File: config.mk
export PLATFORM = sky130hd
export DESIGN_NAME = host_command_interpreter
export DESIGN_NICKNAME = d
export VERILOG_FILES = /design/src/rtl/cmd_interp_pkg.sv /design/src/rtl/reply_framer.sv /design/src/rtl/host_command_interpreter.sv
export SDC_FILE = /design/constraint.sdc
export NUM_CORES = 1
export LEC_CHECK = 0
export BUFFER_PORTS_ARGS = -buffer_cell sky130_fd_sc_hd__buf_2
export CORE_MARGIN = 8
export CORE_UTILIZATION = 55
export DETAILED_ROUTE_END_ITERATION = 7
export GPL_TIMING_DRIVEN = 0
export MAX_ROUTING_LAYER = met4
export PLACE_DENSITY = 0.86
export SLEW_MARGIN = 25
export SYNTH_ARGS = -nofsm -noshare
export SYNTH_HDL_FRONTEND = slang
export SYNTH_HIERARCHICAL = 1
export SYNTH_SLANG_ARGS = --single-unit
File: constraint.sdc
create_clock -name i_clock -period 2.65 [get_ports i_clock]
set_clock_uncertainty 0.15 [all_clocks]
set_input_delay 0.1325 -clock i_clock [delete_from_list [all_inputs] [get_ports i_clock]]
set_output_delay 0.1325 -clock i_clock [all_outputs]
set_load 0.02 [all_outputs]
File: src/rtl/cmd_interp_pkg.sv
package cmd_interp_pkg;

  localparam logic [7:0] FRAME_START      = 8'h02;
  localparam logic [7:0] REPLY_BIT        = 8'h40;

  localparam logic [7:0] CODE_MODE_CHANGE = 8'h04;
  localparam logic [7:0] CODE_SOFT_RESET  = 8'h05;
  localparam logic [7:0] CODE_CHANNEL     = 8'h06;
  localparam logic [7:0] CODE_DEST_NET    = 8'h07;
  localparam logic [7:0] CODE_SERIAL      = 8'h0B;
  localparam logic [7:0] CODE_VERSION     = 8'h0C;
  localparam logic [7:0] CODE_RX_LEVEL    = 8'h0D;
  localparam logic [7:0] CODE_ERROR_WORD  = 8'h0E;
  localparam logic [7:0] CODE_TX_POWER    = 8'h11;

  localparam logic [7:0] LEN_NONE         = 8'h00;
  localparam logic [7:0] LEN_ONE          = 8'h01;
  localparam logic [7:0] LEN_ERROR_WORD   = 8'h02;
  localparam logic [7:0] LEN_VERSION      = 8'h03;
  localparam logic [7:0] LEN_SERIAL       = 8'h04;
  localparam logic [7:0] STATUS_OK        = 8'h00;

  localparam logic [7:0] MODE_TRANSPARENT = 8'h00;
  localparam logic [7:0] MODE_COMMAND     = 8'h10;

  localparam logic [7:0] REG_CTRL         = 8'h00;
  localparam logic [7:0] REG_SETTINGS     = 8'h04;
  localparam logic [7:0] REG_STATUS       = 8'h08;
  localparam int         CTRL_ENABLE_BIT  = 0;
  localparam logic       CTRL_ENABLE_RST  = 1'b1;
  localparam int         STAT_MODE_BIT    = 16;
  localparam int         STAT_BUSY_BIT    = 17;

  localparam int         TX_IDX_W         = 3;

  typedef struct packed {
    logic [7:0]  code;
    logic [7:0]  len;
    logic [31:0] payload;
  } tx_req_t;

  typedef enum logic [2:0] {
    P_IDLE = 3'b000,
    P_CMD  = 3'b001,
    P_LEN  = 3'b010,
    P_PAY  = 3'b011,
    P_SUM  = 3'b100,
    P_BUSY = 3'b101
  } parse_state_t;

endpackage : cmd_interp_pkg

File: src/rtl/reply_framer.sv
module reply_framer
  import cmd_interp_pkg::*;
(
  input  wire logic    i_clock,
  input  wire logic    i_reset,
  input  wire logic    i_start,
  input  wire tx_req_t i_req,
  input  wire logic    i_tx_ready,
  output logic [7:0]   o_tx_byte,
  output logic         o_tx_valid,
  output logic         o_busy,
  output logic         o_done
);

  typedef struct packed {
    tx_req_t               req;
    logic [TX_IDX_W-1:0]   idx;
    logic [7:0]            csum;
    logic [7:0]            data;
    logic                  valid;
    logic                  busy;
    logic                  done;
  } framer_state_t;

  framer_state_t s_reg;
  framer_state_t s_next;
  logic [TX_IDX_W-1:0] last_idx;
  logic [TX_IDX_W-1:0] nidx;
  logic [7:0]          ncsum;

  // Payload is sent from the top byte down, so multi-byte fields go MSB first.
  function automatic logic [7:0] pick(input tx_req_t r,
                                      input logic [TX_IDX_W-1:0] i);
    logic [7:0] b;
    b = 8'h00;
    case (i)
      3'd1: b = r.code;
      3'd2: b = r.len;
      3'd3: b = r.payload[31:24];
      3'd4: b = r.payload[23:16];
      3'd5: b = r.payload[15:8];
      3'd6: b = r.payload[7:0];
      default: b = FRAME_START;
    endcase
    return b;
  endfunction : pick

  always_comb begin
    s_next   = s_reg;
    s_next.done = 1'b0;
    last_idx = s_reg.req.len[TX_IDX_W-1:0] + 3'd3;
    nidx     = s_reg.idx + 3'd1;
    ncsum    = s_reg.csum ^ s_reg.data;
    if (!s_reg.busy && i_start) begin
      s_next.req   = i_req;
      s_next.idx   = '0;
      s_next.csum  = 8'h00;
      s_next.data  = FRAME_START;
      s_next.valid = 1'b1;
      s_next.busy  = 1'b1;
    end else if (s_reg.valid && i_tx_ready) begin
      if (s_reg.idx == last_idx) begin
        s_next.valid = 1'b0;
        s_next.busy  = 1'b0;
        s_next.done  = 1'b1;
      end else begin
        s_next.idx  = nidx;
        s_next.csum = ncsum;
        s_next.data = (nidx == last_idx) ? ncsum : pick(s_reg.req, nidx);
      end
    end
  end

  always_ff @(posedge i_clock) begin
    if (i_reset) begin
      s_reg <= '0;
    end else begin
      s_reg <= s_next;
    end
  end

  assign o_tx_byte  = s_reg.data;
  assign o_tx_valid = s_reg.valid;
  assign o_busy     = s_reg.busy;
  assign o_done     = s_reg.done;

endmodule : reply_framer

File: src/rtl/host_command_interpreter.sv
// Overview of operation
// - Version query answers major, minor, revision.
// - Serial query answers four bytes, MSB first.
// - Reset confirmed first, reset after last byte.
// - Level query answers last receive level byte.
// - Error query answers two-byte error word.
// - Error word zero when clean, cleared once the query is accepted.
// - Mode change adopted and echoed back.
// - Transparent mode 0x00, command mode 0x10.
// - Frames executed only in command mode.
// - Mode kept in volatile settings only.
// - Any reset restores runtime settings to start.
// - Power byte stored and echoed back.
// - Channel byte stored and echoed back.
// - Network id stored, confirmed with zero status.
//
// Chosen here: the strobed register port and the address map.
module host_command_interpreter
  import cmd_interp_pkg::*;
#(
  parameter logic [7:0]  VER_MAJOR      = 8'h01,
  parameter logic [7:0]  VER_MINOR      = 8'h00,
  parameter logic [7:0]  VER_REVISION   = 8'h00,
  // Arbitrary value; the product id sits in the top byte.
  parameter logic [31:0] SERIAL_NUMBER  = 32'h1000_0001,
  parameter logic [7:0]  START_MODE     = MODE_COMMAND,
  parameter logic [7:0]  START_POWER    = 8'h00,
  parameter logic [7:0]  START_CHANNEL  = 8'h00,
  parameter logic [7:0]  START_DEST_NET = 8'h00
)
(
  input  wire logic        i_clock,
  input  wire logic        i_reset,
  input  wire logic [7:0]  i_rx_byte,
  input  wire logic        i_rx_valid,
  output logic             o_rx_ready,
  output logic [7:0]       o_tx_byte,
  output logic             o_tx_valid,
  input  wire logic        i_tx_ready,
  input  wire logic [7:0]  i_rx_level,
  input  wire logic [15:0] i_error_set,
  output logic             o_soft_reset,
  output logic [7:0]       o_mode,
  output logic [7:0]       o_tx_power,
  output logic [7:0]       o_channel,
  output logic [7:0]       o_dest_network,
  input  wire logic [7:0]  i_reg_addr,
  input  wire logic [31:0] i_reg_wdata,
  input  wire logic        i_reg_write,
  input  wire logic        i_reg_read,
  output logic [31:0]      o_reg_rdata
);

  typedef struct packed {
    parse_state_t st;
    logic [7:0]   code;
    logic [7:0]   len;
    logic [7:0]   cnt;
    logic [7:0]   arg;
    logic [7:0]   csum;
    logic         rst_pend;
    logic [7:0]   mode;
    logic [7:0]   power;
    logic [7:0]   channel;
    logic [7:0]   dest_net;
    logic [15:0]  err;
    logic         enable;
    logic [31:0]  rdata;
    logic         start;
    tx_req_t      req;
    logic         soft_rst;
    logic         rx_ready;
  } interp_state_t;

  interp_state_t s_reg;
  interp_state_t s_next;
  interp_state_t s_reset;

  logic        tx_busy;
  logic        tx_done;
  logic        take;
  logic        accept;
  logic        err_clear;
  logic        len_ok;
  logic        rst_pend_next;
  logic [7:0]  reply_code;
  logic [7:0]  mode_next;
  logic [7:0]  power_next;
  logic [7:0]  channel_next;
  logic [7:0]  dest_net_next;
  logic [15:0] err_next;
  logic [31:0] rdata_next;
  tx_req_t     reply;

  // The framer owns the reply link; the parser hands it one request.
  reply_framer u_framer (
    .i_clock    (i_clock),
    .i_reset    (i_reset),
    .i_start    (s_reg.start),
    .i_req      (s_reg.req),
    .i_tx_ready (i_tx_ready),
    .o_tx_byte  (o_tx_byte),
    .o_tx_valid (o_tx_valid),
    .o_busy     (tx_busy),
    .o_done     (tx_done)
  );

  // Start values shared by power-on and commanded reset.
  always_comb begin
    s_reset          = '0;
    s_reset.st       = P_IDLE;
    s_reset.mode     = START_MODE;
    s_reset.power    = START_POWER;
    s_reset.channel  = START_CHANNEL;
    s_reset.dest_net = START_DEST_NET;
    s_reset.enable   = CTRL_ENABLE_RST;
    s_reset.rx_ready = 1'b1;
  end

  // Expected payload length per request code; unknown codes never match.
  always_comb begin
    case (s_reg.code)
      CODE_VERSION,
      CODE_SERIAL,
      CODE_SOFT_RESET,
      CODE_RX_LEVEL,
      CODE_ERROR_WORD: len_ok = (s_reg.len == LEN_NONE);
      CODE_MODE_CHANGE,
      CODE_TX_POWER,
      CODE_CHANNEL,
      CODE_DEST_NET:   len_ok = (s_reg.len == LEN_ONE);
      default:         len_ok = 1'b0;
    endcase
  end

  // Reply contents; the payload is left-aligned so it leaves MSB first.
  always_comb begin
    reply_code    = s_reg.code | REPLY_BIT;
    reply         = '0;
    reply.code    = reply_code;
    reply.len     = LEN_ONE;
    case (s_reg.code)
      CODE_VERSION: begin
        reply.len     = LEN_VERSION;
        reply.payload = {VER_MAJOR, VER_MINOR, VER_REVISION, 8'h00};
      end
      CODE_SERIAL: begin
        reply.len     = LEN_SERIAL;
        reply.payload = SERIAL_NUMBER;
      end
      CODE_SOFT_RESET: begin
        reply.payload = {STATUS_OK, 24'h000000};
      end
      CODE_RX_LEVEL: begin
        reply.payload = {i_rx_level, 24'h000000};
      end
      CODE_ERROR_WORD: begin
        reply.len     = LEN_ERROR_WORD;
        reply.payload = {s_reg.err, 16'h0000};
      end
      CODE_MODE_CHANGE,
      CODE_TX_POWER,
      CODE_CHANNEL: begin
        reply.payload = {s_reg.arg, 24'h000000};
      end
      CODE_DEST_NET: begin
        reply.payload = {STATUS_OK, 24'h000000};
      end
      default: begin
        reply.payload = '0;
      end
    endcase
  end

  // Acceptance decode stands apart so the per-bit error logic below can
  // see the clear without feeding back through the parser process.
  always_comb begin
    take      = i_rx_valid && s_reg.rx_ready;
    accept    = (s_reg.st == P_SUM) && take &&
                (i_rx_byte == s_reg.csum) && len_ok;
    err_clear = accept && (s_reg.code == CODE_ERROR_WORD);
  end

  // Each error bit is sticky; a set in the reporting cycle beats the clear.
  for (genvar g = 0; g < $bits(err_next); g++) begin : g_err_bit
    assign err_next[g] = i_error_set[g] |
                         (s_reg.err[g] & ~err_clear);
  end

  // Volatile settings change only on an accepted frame or on a reset.
  always_comb begin
    mode_next     = s_reg.mode;
    power_next    = s_reg.power;
    channel_next  = s_reg.channel;
    dest_net_next = s_reg.dest_net;
    rst_pend_next = s_reg.rst_pend;
    if (accept) begin
      case (s_reg.code)
        CODE_MODE_CHANGE: mode_next     = s_reg.arg;
        CODE_TX_POWER:    power_next    = s_reg.arg;
        CODE_CHANNEL:     channel_next  = s_reg.arg;
        CODE_DEST_NET:    dest_net_next = s_reg.arg;
        CODE_SOFT_RESET:  rst_pend_next = 1'b1;
        default:          rst_pend_next = s_reg.rst_pend;
      endcase
    end
  end

  // Register read answer; unmapped addresses and idle cycles read as zero.
  always_comb begin
    rdata_next = 32'h0000_0000;
    if (i_reg_read) begin
      case (i_reg_addr)
        REG_CTRL: begin
          rdata_next[CTRL_ENABLE_BIT] = s_reg.enable;
        end
        REG_SETTINGS: begin
          rdata_next = {s_reg.mode, s_reg.power, s_reg.channel,
                        s_reg.dest_net};
        end
        REG_STATUS: begin
          rdata_next[15:0]          = s_reg.err;
          rdata_next[STAT_MODE_BIT] = (s_reg.mode == MODE_COMMAND);
          rdata_next[STAT_BUSY_BIT] = (s_reg.st == P_BUSY) || tx_busy;
        end
        default: begin
          rdata_next = 32'h0000_0000;
        end
      endcase
    end
  end

  // Parser and handshake state; settings and answers come from above.
  always_comb begin
    s_next          = s_reg;
    s_next.start    = 1'b0;
    s_next.soft_rst = 1'b0;
    s_next.rdata    = rdata_next;
    s_next.err      = err_next;
    s_next.mode     = mode_next;
    s_next.power    = power_next;
    s_next.channel  = channel_next;
    s_next.dest_net = dest_net_next;
    s_next.rst_pend = rst_pend_next;

    case (s_reg.st)
      P_IDLE: begin
        // Frames are only parsed while in command mode and enabled.
        if (take && i_rx_byte == FRAME_START && s_reg.enable &&
            s_reg.mode == MODE_COMMAND) begin
          s_next.csum = i_rx_byte;
          s_next.st   = P_CMD;
        end
      end
      P_CMD: begin
        if (take) begin
          // Any code is taken here; unknown ones fail the length check.
          s_next.code = i_rx_byte;
          s_next.csum = s_reg.csum ^ i_rx_byte;
          s_next.st   = P_LEN;
        end
      end
      P_LEN: begin
        if (take) begin
          s_next.len  = i_rx_byte;
          s_next.cnt  = 8'h00;
          s_next.csum = s_reg.csum ^ i_rx_byte;
          // A zero length skips straight to the checksum byte.
          s_next.st   = (i_rx_byte == LEN_NONE) ? P_SUM : P_PAY;
        end
      end
      P_PAY: begin
        if (take) begin
          // Only the first payload byte is kept; the rest feed the checksum.
          if (s_reg.cnt == 8'h00) begin
            s_next.arg = i_rx_byte;
          end
          s_next.cnt  = s_reg.cnt + 8'h01;
          s_next.csum = s_reg.csum ^ i_rx_byte;
          if (s_reg.cnt == s_reg.len - 8'h01) begin
            s_next.st = P_SUM;
          end
        end
      end
      P_SUM: begin
        if (take) begin
          // A bad checksum or an unknown request drops the frame silently.
          if (accept) begin
            s_next.start    = 1'b1;
            s_next.req      = reply;
            s_next.rx_ready = 1'b0;
            s_next.st       = P_BUSY;
          end else begin
            s_next.st = P_IDLE;
          end
        end
      end
      P_BUSY: begin
        // Request bytes are refused until the reply has left.
        if (tx_done) begin
          s_next.rx_ready = 1'b1;
          s_next.st       = P_IDLE;
        end
      end
      default: begin
        s_next.st = P_IDLE;
      end
    endcase

    // The commanded reset fires only once the confirmation is fully out.
    // A read answer due in the same cycle still comes out.
    if (s_reg.st == P_BUSY && tx_done && s_reg.rst_pend) begin
      s_next          = s_reset;
      s_next.enable   = s_reg.enable;
      s_next.rdata    = rdata_next;
      s_next.soft_rst = 1'b1;
    end

    // A write after the reset above keeps software's enable in force.
    if (i_reg_write && i_reg_addr == REG_CTRL) begin
      s_next.enable = i_reg_wdata[CTRL_ENABLE_BIT];
    end
  end

  // Power-on reset loads the start values; the commanded reset loads them too but keeps enable and the read answer.
  always_ff @(posedge i_clock) begin
    if (i_reset) begin
      s_reg <= s_reset;
    end else begin
      s_reg <= s_next;
    end
  end

  assign o_rx_ready     = s_reg.rx_ready;
  assign o_soft_reset   = s_reg.soft_rst;
  assign o_mode         = s_reg.mode;
  assign o_tx_power     = s_reg.power;
  assign o_channel      = s_reg.channel;
  assign o_dest_network = s_reg.dest_net;
  assign o_reg_rdata    = s_reg.rdata;

endmodule : host_command_interpreter

Word level (Yosys, flattened, before mapping)
Index checks and enable logic that the tools add are counted.
- register bits: 246
- input port bits: 78
- output and inout bits: 75
- logic and storage cells: 198
- add/subtract/negate cells: 4
- eq/ne operators: 39
- muxes and demuxes: 37
- bitwise gates (word level): 39
- reductions and logical operators: 49
- operator list (operator ; count):
    $pmux 32 s5 ; 1
    $mux 49 ; 1
    $pmux 8 s6 ; 1
    $eq 8x3->1 const B ; 5
    $eq 8x4->1 const B ; 5
    $mux 8 ; 5
    $pmux 17 s2 ; 1
    $logic_not 8->1 ; 4
    $mux 32 ; 1
    $mux 3 ; 9
    $mux 24 ; 1
    $pmux 8 s3 ; 1
    $reduce_and 2->1 ; 10
    $pmux 3 s6 ; 1
    $and 1x1->1 ; 16
    $eq 8x5->1 const B ; 2
    $eq 8x8->1 ; 2
    $or 1x1->1 ; 16
    $pmux 8 s2 ; 1
    $xor 8x8->8 ; 2
    $eq 3x3->1 const B ; 5
    $mux 14 ; 1
    $ne 2x2->1 const B ; 7
    $logic_and 1x1->1 ; 13
    other kinds (31) ; 57

Longest topological paths before layout
Gate-level depths: netlist (run 1).
- word-level depth: 8
- mapped depth: 10
- gate-level depth less buffers: 8

Hierarchy
The synthesis (run 1) kept the hierarchy.
- by module, submodules not included (module ; times used ; cells an instance ; area each (um^2) ; seq. area each (um^2)):
    host_command_interpreter ; 1 ; 770 ; 6896.6 ; 3123.0
    reply_framer ; 1 ; 391 ; 3209.3 ; 1381.3

Worst setup path after synthesis (run 1)
OpenSTA, ideal clock, no wires.
- kind: register to register
- start point: reg s_reg (netlist bit reply[42])
- end point: reg s_reg[93] (netlist bit)
- library setup time: 0.128 ns
- data arrival time: 2.008 ns
- required time: 2.372 ns
- slack: 0.365 ns
- cell stages (with the launch flop): 8
- path buffers: 1
- clock period less this slack: 2.285 ns
- path through: dfxtp_1 > or4b_4 > or3_4 > nor3_4 > o211ai_4 > buf_6 > a21oi_1 > nor2_1
- longest elaborated chain between the ends: 8
- elaborated cells between the ends (all ways): 17
- classes of those cells: eq/ne: 9; mux: 1; bitwise: 3; reduce/logical: 4
- RTL lines (element ; line ; RTL):
    start, declared ; host_command_interpreter.sv:75 ; interp_state_t s_reg;
    start signal, assigned ; host_command_interpreter.sv:328 ; s_reg <= s_reset;
    start signal, assigned ; host_command_interpreter.sv:330 ; s_reg <= s_next;
    $eq 8x4->1 (tied with other cells) ; host_command_interpreter.sv:122, host_command_interpreter.sv:181 ;
    $reduce_or 5->1 / $reduce_or 4->1 (equally long branches) ; host_command_interpreter.sv:122 ; case (s_reg.code)
    $pmux 1 s2 ; host_command_interpreter.sv:122 ;
    $logic_and 1x1->1 ; host_command_interpreter.sv:180 ; (i_rx_byte == s_reg.csum) && len_ok;
    $logic_and 1x1->1 * ; host_command_interpreter.sv:181 ; err_clear = accept && (s_reg.code == CODE_ERROR_WORD);
    $not 1->1 * ; host_command_interpreter.sv:187 ; (s_reg.err[g] & ~err_clear);
    $and 1x1->1 * ; host_command_interpreter.sv:187 ;
    $or 1x1->1 * ; host_command_interpreter.sv:186 ; assign err_next[g] = i_error_set[g] |
Mark *: on every way between the ends. The rest lies on a longest branch, timed or not.
A chain may end at the register's enable or synchronous reset.

Final worst setup path (run 1)
- start point: reg s_reg (netlist bit reply[42])
- end point: reg s_reg[28] (netlist bit)
- longest elaborated chain between the ends: 5
- elaborated cells between the ends (all ways): 16
- classes of those cells: eq/ne: 9; mux: 2; reduce/logical: 5
- RTL lines (element ; line):
    $eq 8x4->1 (tied with other cells) ; host_command_interpreter.sv:122, host_command_interpreter.sv:142
    $reduce_or 5->1 / $reduce_or 4->1 (equally long branches) ; host_command_interpreter.sv:122
    $pmux 1 s2 ; host_command_interpreter.sv:122
    $logic_and 1x1->1 ; host_command_interpreter.sv:180
    $reduce_and 3->1 (no source line) ; --
Parallel ways exist; a longest one is shown, timed or not.

==> out/qor.csv, run 1 <==
stage,metric,value,unit
die,Site Rows,49,
drt,wire length per cell,19.1,um
synthesis,Avg Inst Size Synth,8.70,um^2
sta,Finish-stage setup viols,1,
global_route,vias in the first global route,9156,
hold_path,Worst Hold End,o_reg_rdata[1]$_SDFF_PP0_,
sta,final hold vios,0,
layout,number of flip-flops in the largest register,83,
hold_path,hold wc startpoint,i_reg_addr[3],
worst_setup_path,FF-to-FF Start,reply[42]$_SDFFE_PP0P_,
sta,min Tclk post-route,2.68,ns
layout,"commonest cells after routing, fill and taps aside","dfxtp_1 (224), nand2_1 (167), buf_2 (121), a21oi_1 (115), nor2_1 (115)",
clocking,CTS H-tree lvls,1,
drt,vias post-DR,9480,
worst_setup_path,CP Class,reg2reg,
die,die width,152,um
worst_setup_path,CP Capture Type,flop,
place,IO buf count,113,
layout,layout cells sized above 1,20.6,%
synthesis,ys flop type,dfxtp_1,
hold_path,min-delay worst type,in2reg,
global_route,Most Crowded Layer GR,met2,
sta,slew at the pin closest to its max-slew limit,0.900,ns
layout,area grow syn2layout,21.9,%
layout,fillers,1275,
clocking,CTS Root Cell,clkbuf_16,
synthesis,post-synthesis register bit count,225,
power,maximum vdd drop,601,uV
drt,Initial DRT Pass Iterations,8,
global_route,antenna violations before repair,0,
place,placer congestion estimate,0.935,
layout,# diodes,0,
worst_setup_path,CP startpoint kind,flop,
worst_setup_path,r2r endpoint,s_reg[28]$_SDFFE_PP0P_,
synthesis,register area share after synthesis,44.6,%
sta,fin worst setup slack,-0.0252,ns
place,DP Cell Count,1522,
layout,register area,4510,um^2
clocking,TritonCTS clock tree,yes,
clocking,Worst-Skew Late Latency,0.52,ns
die,# IOs,153,
global_route,pin count of the biggest net entering global routing,14,
drt,Post-Route WL,30600,um
synthesis,"EDFF count, synth",0,
sta,RSZ-0062 raised after global routing,true,
layout,"commonest non-fill, non-tap cell in the layout",dfxtp_1,
global_route,GR Util met2,42.9,%
sta,Slew headroom,39.9,%
drt,DRT iter0 DRCs,1249,
layout,Non-Filler Instances,1604,
die,die area,23000,um^2
clocking,clk sinks,225,
worst_setup_path,top fanout value on the critical path,10,
die,Placeable Area,18000,um^2
sta,Max Clk Rate,0.374,GHz
layout,fin util,68.4,%
worst_setup_path,R2R Setup Slk,-0.03,ns
die,Die H,152,um
synthesis,Ys Warns,6,
worst_setup_path,crit path DAT,2.94,ns
status,outcome,"finished, violations left",
hold_path,hold depth,3,
worst_setup_path,r2r worst-path depth,5,
synthesis,"Cell Area, Synth",10100,um^2
clocking,clk buf depth,3,
die,initial core utilization,56.1,%
global_route,Overflow after GRT,0,
drt,Vias/cell,5.91,
global_route,met1 Track Usage GR,31.0,%
synthesis,ys async rst share,0,%
synthesis,"Distinct cells, synth",74,
global_route,met3 Use GR,4.90,%
global_route,global-route wire length before repair,47200,um
power,Power Dens Cells,616,nW/um^2
clocking,CTS Buf Count,23,
worst_setup_path,Critical Path RT,2.92,ns
sta,Final Max Tran Viols,0,
layout,multi-input combinational cell area,4780,um^2
drt,drc violations,0,
sta,Tcrit/Tclk final,101,%
global_route,Total Routing Usage GR,26.2,%
place,post-detail-place hpwl,20200,um
drt,remaining antenna violation count,0,
clocking,Clock transition at path regs,0.07,ns
synthesis,Mapped Cells,1161,
status,failing checks,setup timing,
flow_run,max_cap viols,0,
power,Leak Pwr,5.15,nW
layout,NumNets Final,1450,
## report_power, final
part	internal (W)	switching (W)	total, W
Combinational	0.000294	0.000492	0.000785
Clock	0.00192	0.00134	0.00326
Sequential	0.00345	0.0000901	0.00354
## through the flow
stage	cell area [um^2]	hold slack [ns]	setup slack, ns	power (W)	setup TNS (ns)
after detailed placement	11000	0.195	-0.145	0.00430	-1.94
after global routing	12300	0.0591	-0.0695	0.00780	-0.594
after CTS	12200	0.0156	0.0230	0.00752	0
after global placement	11000	0.188	-0.132	0.00429	-2.41
final	12300	0.0549	-0.0252	0.00758	-0.0252
after floorplan	10200	0.0549	0.365	0.00410	0
## cells in the mapped netlist, drive strengths merged, types with 6 or more instances
cell	number	area share (%)
xnor2	20	1.7
a21oi	116	5.7
ha	10	1.2
clkbuf	51	1.9
a222oi	16	1.6
o21ai	40	2.0
nand3	33	1.7
nor2b	11	0.71
nor2	115	4.3
a22o	16	1.4
nand2b	6	0.37
nand4	11	0.68
a31oi	16	1.1
xor2	20	1.8
inv	15	0.56
dfxtp	225	45
nand2	167	6.2
a211oi	9	0.89
mux2i	48	4.8
nand3b	9	0.67
or3	6	0.42
buf	99	7.0
and2	15	0.93
nor3	25	1.4
## layout make-up
class | instances | area share (%)
Sequential cell | 225 | 36.6
Clock buffer | 30 | 5.29
Clock inverter | 8 | 0.762
Inverter | 15 | 0.457
Timing Repair Buffer | 157 | 8.37
Tap cell | 229 | 2.33
Buffer | 150 | 7.45
Multi-Input combinational cell | 790 | 38.8
## what timing repair did
action | 4_1_cts | 5_1_grt
gates resized for setup | 3 | 20
endpoints found under the hold margin | 68 | 0
hold buffers | 39 | 0
pin swaps | 0 | 5
setup buffers | 0 | 5
endpoints found under the setup margin | 50 | 86
## routing by layer
layer	up-vias	part of all wire, %
li1	4316	-
met1	4484	39
met2	533	47
met3	147	8.8
met4	0	5.1
met5	-	0
## worst max-delay path by stage
| stage | to | cells after the start | slack (ns) | from |
|---|---|---|---|---|
| 6_report | s_reg[28]$_SDFFE_PP0P_ | 5 | -0.03 | reply[42]$_SDFFE_PP0P_ |
| 3_5_place_dp | s_reg[149]$_SDFFE_PP0P_ | 7 | -0.14 | s_reg[175]$_SDFFE_PP0P_ |
| 5_1_grt | s_reg[36]$_SDFFE_PP0P_ | 10 | -0.07 | reply[41]$_SDFFE_PP0P_ |
| 3_3_place_gp | s_reg[149]$_SDFFE_PP0P_ | 7 | -0.13 | s_reg[175]$_SDFFE_PP0P_ |
| 4_1_cts | s_reg[95]$_SDFF_PP0_ | 7 | 0.02 | reply[42]$_SDFFE_PP0P_ |
| 2_1_floorplan | s_reg[93]$_SDFF_PP0_ | 7 | 0.36 | reply[42]$_SDFFE_PP0P_ |
## critical path, cell delays in order, from the launching register on
cell      delay [ns]
dfxtp_4         0.41
or4b_4          0.51
or3_4           0.39
nor3b_2         0.53
a222oi_1        0.24
a211oi_1        0.35
## kinds of logic after synthesis
family / after synthesis / synth area share, %
buffers and inverters: 165 / 9.42
and+or+nand+nor: 420 / 19.2
AOI/OAI and AO/OA: 245 / 16.2
xor gates and xnor gates: 42 / 4.01
DFF: 225 / 44.6
other: 1 / 0.0371
adders and majority gates: 10 / 1.24
muxes: 53 / 5.31
No activity file was read; power rests on OpenSTA's default activity.
==> inputs of run 2 (changes only) <==
--- a/config.mk
+++ b/config.mk
@@ -6,6 +6,7 @@
 export NUM_CORES = 1
 export LEC_CHECK = 0
 export BUFFER_PORTS_ARGS = -buffer_cell sky130_fd_sc_hd__buf_2
+export CORE_ASPECT_RATIO = 2
 export CORE_MARGIN = 8
 export CORE_UTILIZATION = 55
 export DETAILED_ROUTE_END_ITERATION = 7
==> run 2 against run 1 <==
Compared with the run above: the run now ends clean; count of clock-buffer cells in the layout is 2 higher; sequential share of layout area is 0.49 points higher; register-to-register slack better by 0.11 ns; routed wire length is 3.4% higher; worst setup slack better by 0.11 ns; critical endpoint is now o_channel[7]$_SDFFE_PP0P_; highest routed layer unchanged.
==> out/qor.csv, run 2 (synthesis results as in run 1) <==
stage,metric,value,unit,change
layout,fillers,1437,,+13%
place,post-detail-place hpwl,23600,um,+16%
die,Site Rows,70,,+43%
power,switching share of power,25.5,%,+0.10 points
power,Sequential Power Share,48.3,%,+1.6 points
layout,# diodes,0,,unchanged
worst_setup_path,CP peak stage delay,0.43,ns,-0.10 ns
worst_setup_path,CP startpoint kind,flop,,
power,Leak Pwr,5.06,nW,-1.9%
drt,wire length per cell,20.0,um,+4.6%
sta,Slew headroom,39.9,%,about the same
place,IO buf count,113,,unchanged
drt,DRT iter0 DRCs,568,,-55%
worst_setup_path,CP Cell Sequence,buf_2 -> and4bb_1 -> o211a_1 -> buf_2 -> o211a_1 -> buf_6 -> o2111ai_4 -> mux2i_1 -> nor2_1,,
global_route,vias in the first global route,9154,,-0.022%
worst_setup_path,CP Class,reg2reg,,
clocking,Clock transition at path regs,0.07,ns,about the same
sta,Finish-stage setup viols,0,,-1
drt,vias post-DR,9099,,-4.0%
drt,Initial DRT Pass Iterations,5,,-3
power,P_sw,0.00187,W,-3.0%
power,Overall Power,0.00733,W,-3.4%
sta,slew at the pin closest to its max-slew limit,0.900,ns,+0.000448 ns
worst_setup_path,CP Capture Type,flop,,
global_route,antenna violations before repair,0,,unchanged
global_route,global-route wire length before repair,48700,um,+3.1%
die,die area,23200,um^2,+1.1%
worst_setup_path,Critical Path RT,2.88,ns,-0.04 ns
clocking,CTS H-tree lvls,1,,unchanged
layout,NumNets Final,1443,,-0.48%
power,maximum vdd drop,523,uV,-13%
clocking,CTS Root Cell,clkbuf_16,,
drt,Post-Route WL,31600,um,+3.4%
place,DP Cell Count,1509,,-0.85%
place,pre-CTS WS,-0.311,ns,-0.166 ns
global_route,Total Routing Usage GR,27.3,%,+1.1 points
sta,hold_ws,0.0530,ns,-0.00183 ns
clocking,clk buf depth,3,,unchanged
sta,Setup TNS,0,ns,+0.0252 ns
worst_setup_path,CP max-delay cell,o2111ai_4,,
power,Power Dens Cells,603,nW/um^2,-2.1%
layout,layout cells sized above 1,20.0,%,-0.57 points
flow_run,max_cap viols,0,,unchanged
die,# IOs,153,,unchanged
drt,remaining antenna violation count,0,,unchanged
sta,Max Clk Rate,0.390,GHz,+4.2%
die,initial core utilization,55.7,%,-0.33 points
power,Clock power frac,40.6,%,-2.3 points
clocking,TritonCTS clock tree,yes,,
sta,final hold vios,0,,unchanged
global_route,pin count of the biggest net entering global routing,16,,+2
layout,Non-Filler Instances,1585,,-1.2%
place,placer congestion estimate,1.03,,+10%
clocking,clk sinks,225,,unchanged
die,Die H,208,um,+37%
layout,"commonest cells after routing, fill and taps aside","dfxtp_1 (222), nand2_1 (167), buf_2 (121), a21oi_1 (116), nor2_1 (115)",,
clocking,CTS Buf Count,20,,-13%
worst_setup_path,top fanout value on the critical path,10,,unchanged
sta,Final Max Tran Viols,0,,unchanged
power,Int Power,0.00546,W,-3.5%
die,Placeable Area,18100,um^2,+0.58%
global_route,Overflow after GRT,0,,unchanged
sta,min Tclk post-route,2.57,ns,-0.108 ns
worst_setup_path,crit path DAT,2.80,ns,-0.14 ns
power,Logic pwr share,11.1,%,+0.7 points
drt,drc violations,0,,unchanged
status,outcome,"finished, final reports clean",,
die,die width,112,um,-26%
hold_path,hold depth,3,,unchanged
hold_path,min-delay worst type,in2reg,,
layout,area grow syn2layout,20.3,%,
clocking,Worst-Skew Late Latency,0.50,ns,-0.02 ns
sta,fin worst setup slack,0.0826,ns,+0.108 ns
worst_setup_path,r2r worst-path depth,9,,+4
layout,number of flip-flops in the largest register,83,,unchanged
drt,Vias/cell,5.74,,-2.9%
sta,Tcrit/Tclk final,96.9,%,-4.1 points
layout,"commonest non-fill, non-tap cell in the layout",dfxtp_1,,
run 2: worst paths after layout:
check / startpoint / endpoint / slack [ns]
min reg2reg: s_reg[23]$_SDFFE_PP0P_ / u_framer/s_reg[43]$_SDFFE_PP0P_ / 0.30
max reg2reg: reply[41]$_SDFFE_PP0P_ / o_channel[7]$_SDFFE_PP0P_ / 0.08
min: i_rx_level[4] / s_reg[30]$_SDFFE_PP0P_ / 0.05
max: reply[41]$_SDFFE_PP0P_ / o_channel[7]$_SDFFE_PP0P_ / 0.08
run 2: per-layer routing:
layer | routed length [um] | global-route usage, % | vias to the layer above
met4 | 2870 | 23.6 | 0
met3 | 1430 | 3.82 | 169
li1 | - | - | 4302
met1 | 10100 | 22.8 | 4302
met5 | 0 | - | -
met2 | 17200 | 51.2 | 326
run 2: layout make-up:
type                    count  area [um^2]  share of cell area, %
well taps                 216          270                   2.22
clock inverters             4         73.8                  0.607
flip-flops and latches    225         4510                   37.1
inverters                  15         56.3                  0.463
repair buffers            153          973                   8.01
multi-input cells         790         4770                   39.3
clock buffers              32          587                   4.83
plain buffers             150          916                   7.53
run 2: critical path: cells and delay by family (launching register included):
kind | cells | cell delay (ns)
DFF | 1 | 0.30
and+or+nand+nor | 2 | 0.29
buffers and inverters | 3 | 0.55
muxes | 1 | 0.27
AOI/OAI and AO/OA | 3 | 0.89
run 2: what timing repair did:
item                                    4_1_cts  5_1_grt
hold endpoints to repair                     55        0
pin swaps                                     0        4
hold buffers                                 38        0
endpoints found under the setup margin       87       61
resized for setup                             6       19
buffers inserted                              0        2
run 2: power by group through the flow:
stage	Combinational (W)	Sequential [W]	Clock [W]
global placement	0.000718	0.00361	0
finish	0.000814	0.00354	0.00297
global route	0.000884	0.00354	0.00313
CTS	0.000790	0.00354	0.00298
detailed placement	0.000739	0.00361	0
floorplan	0.000522	0.00358	0
run 2: metrics by stage:
stage	cell area (um^2)	utilization, %
2_1_floorplan	10200	-
3_3_place_gp	11000	60.7
3_5_place_dp	11000	60.8
4_1_cts	12100	66.7
5_1_grt	12200	67.1
6_report	12200	67.1
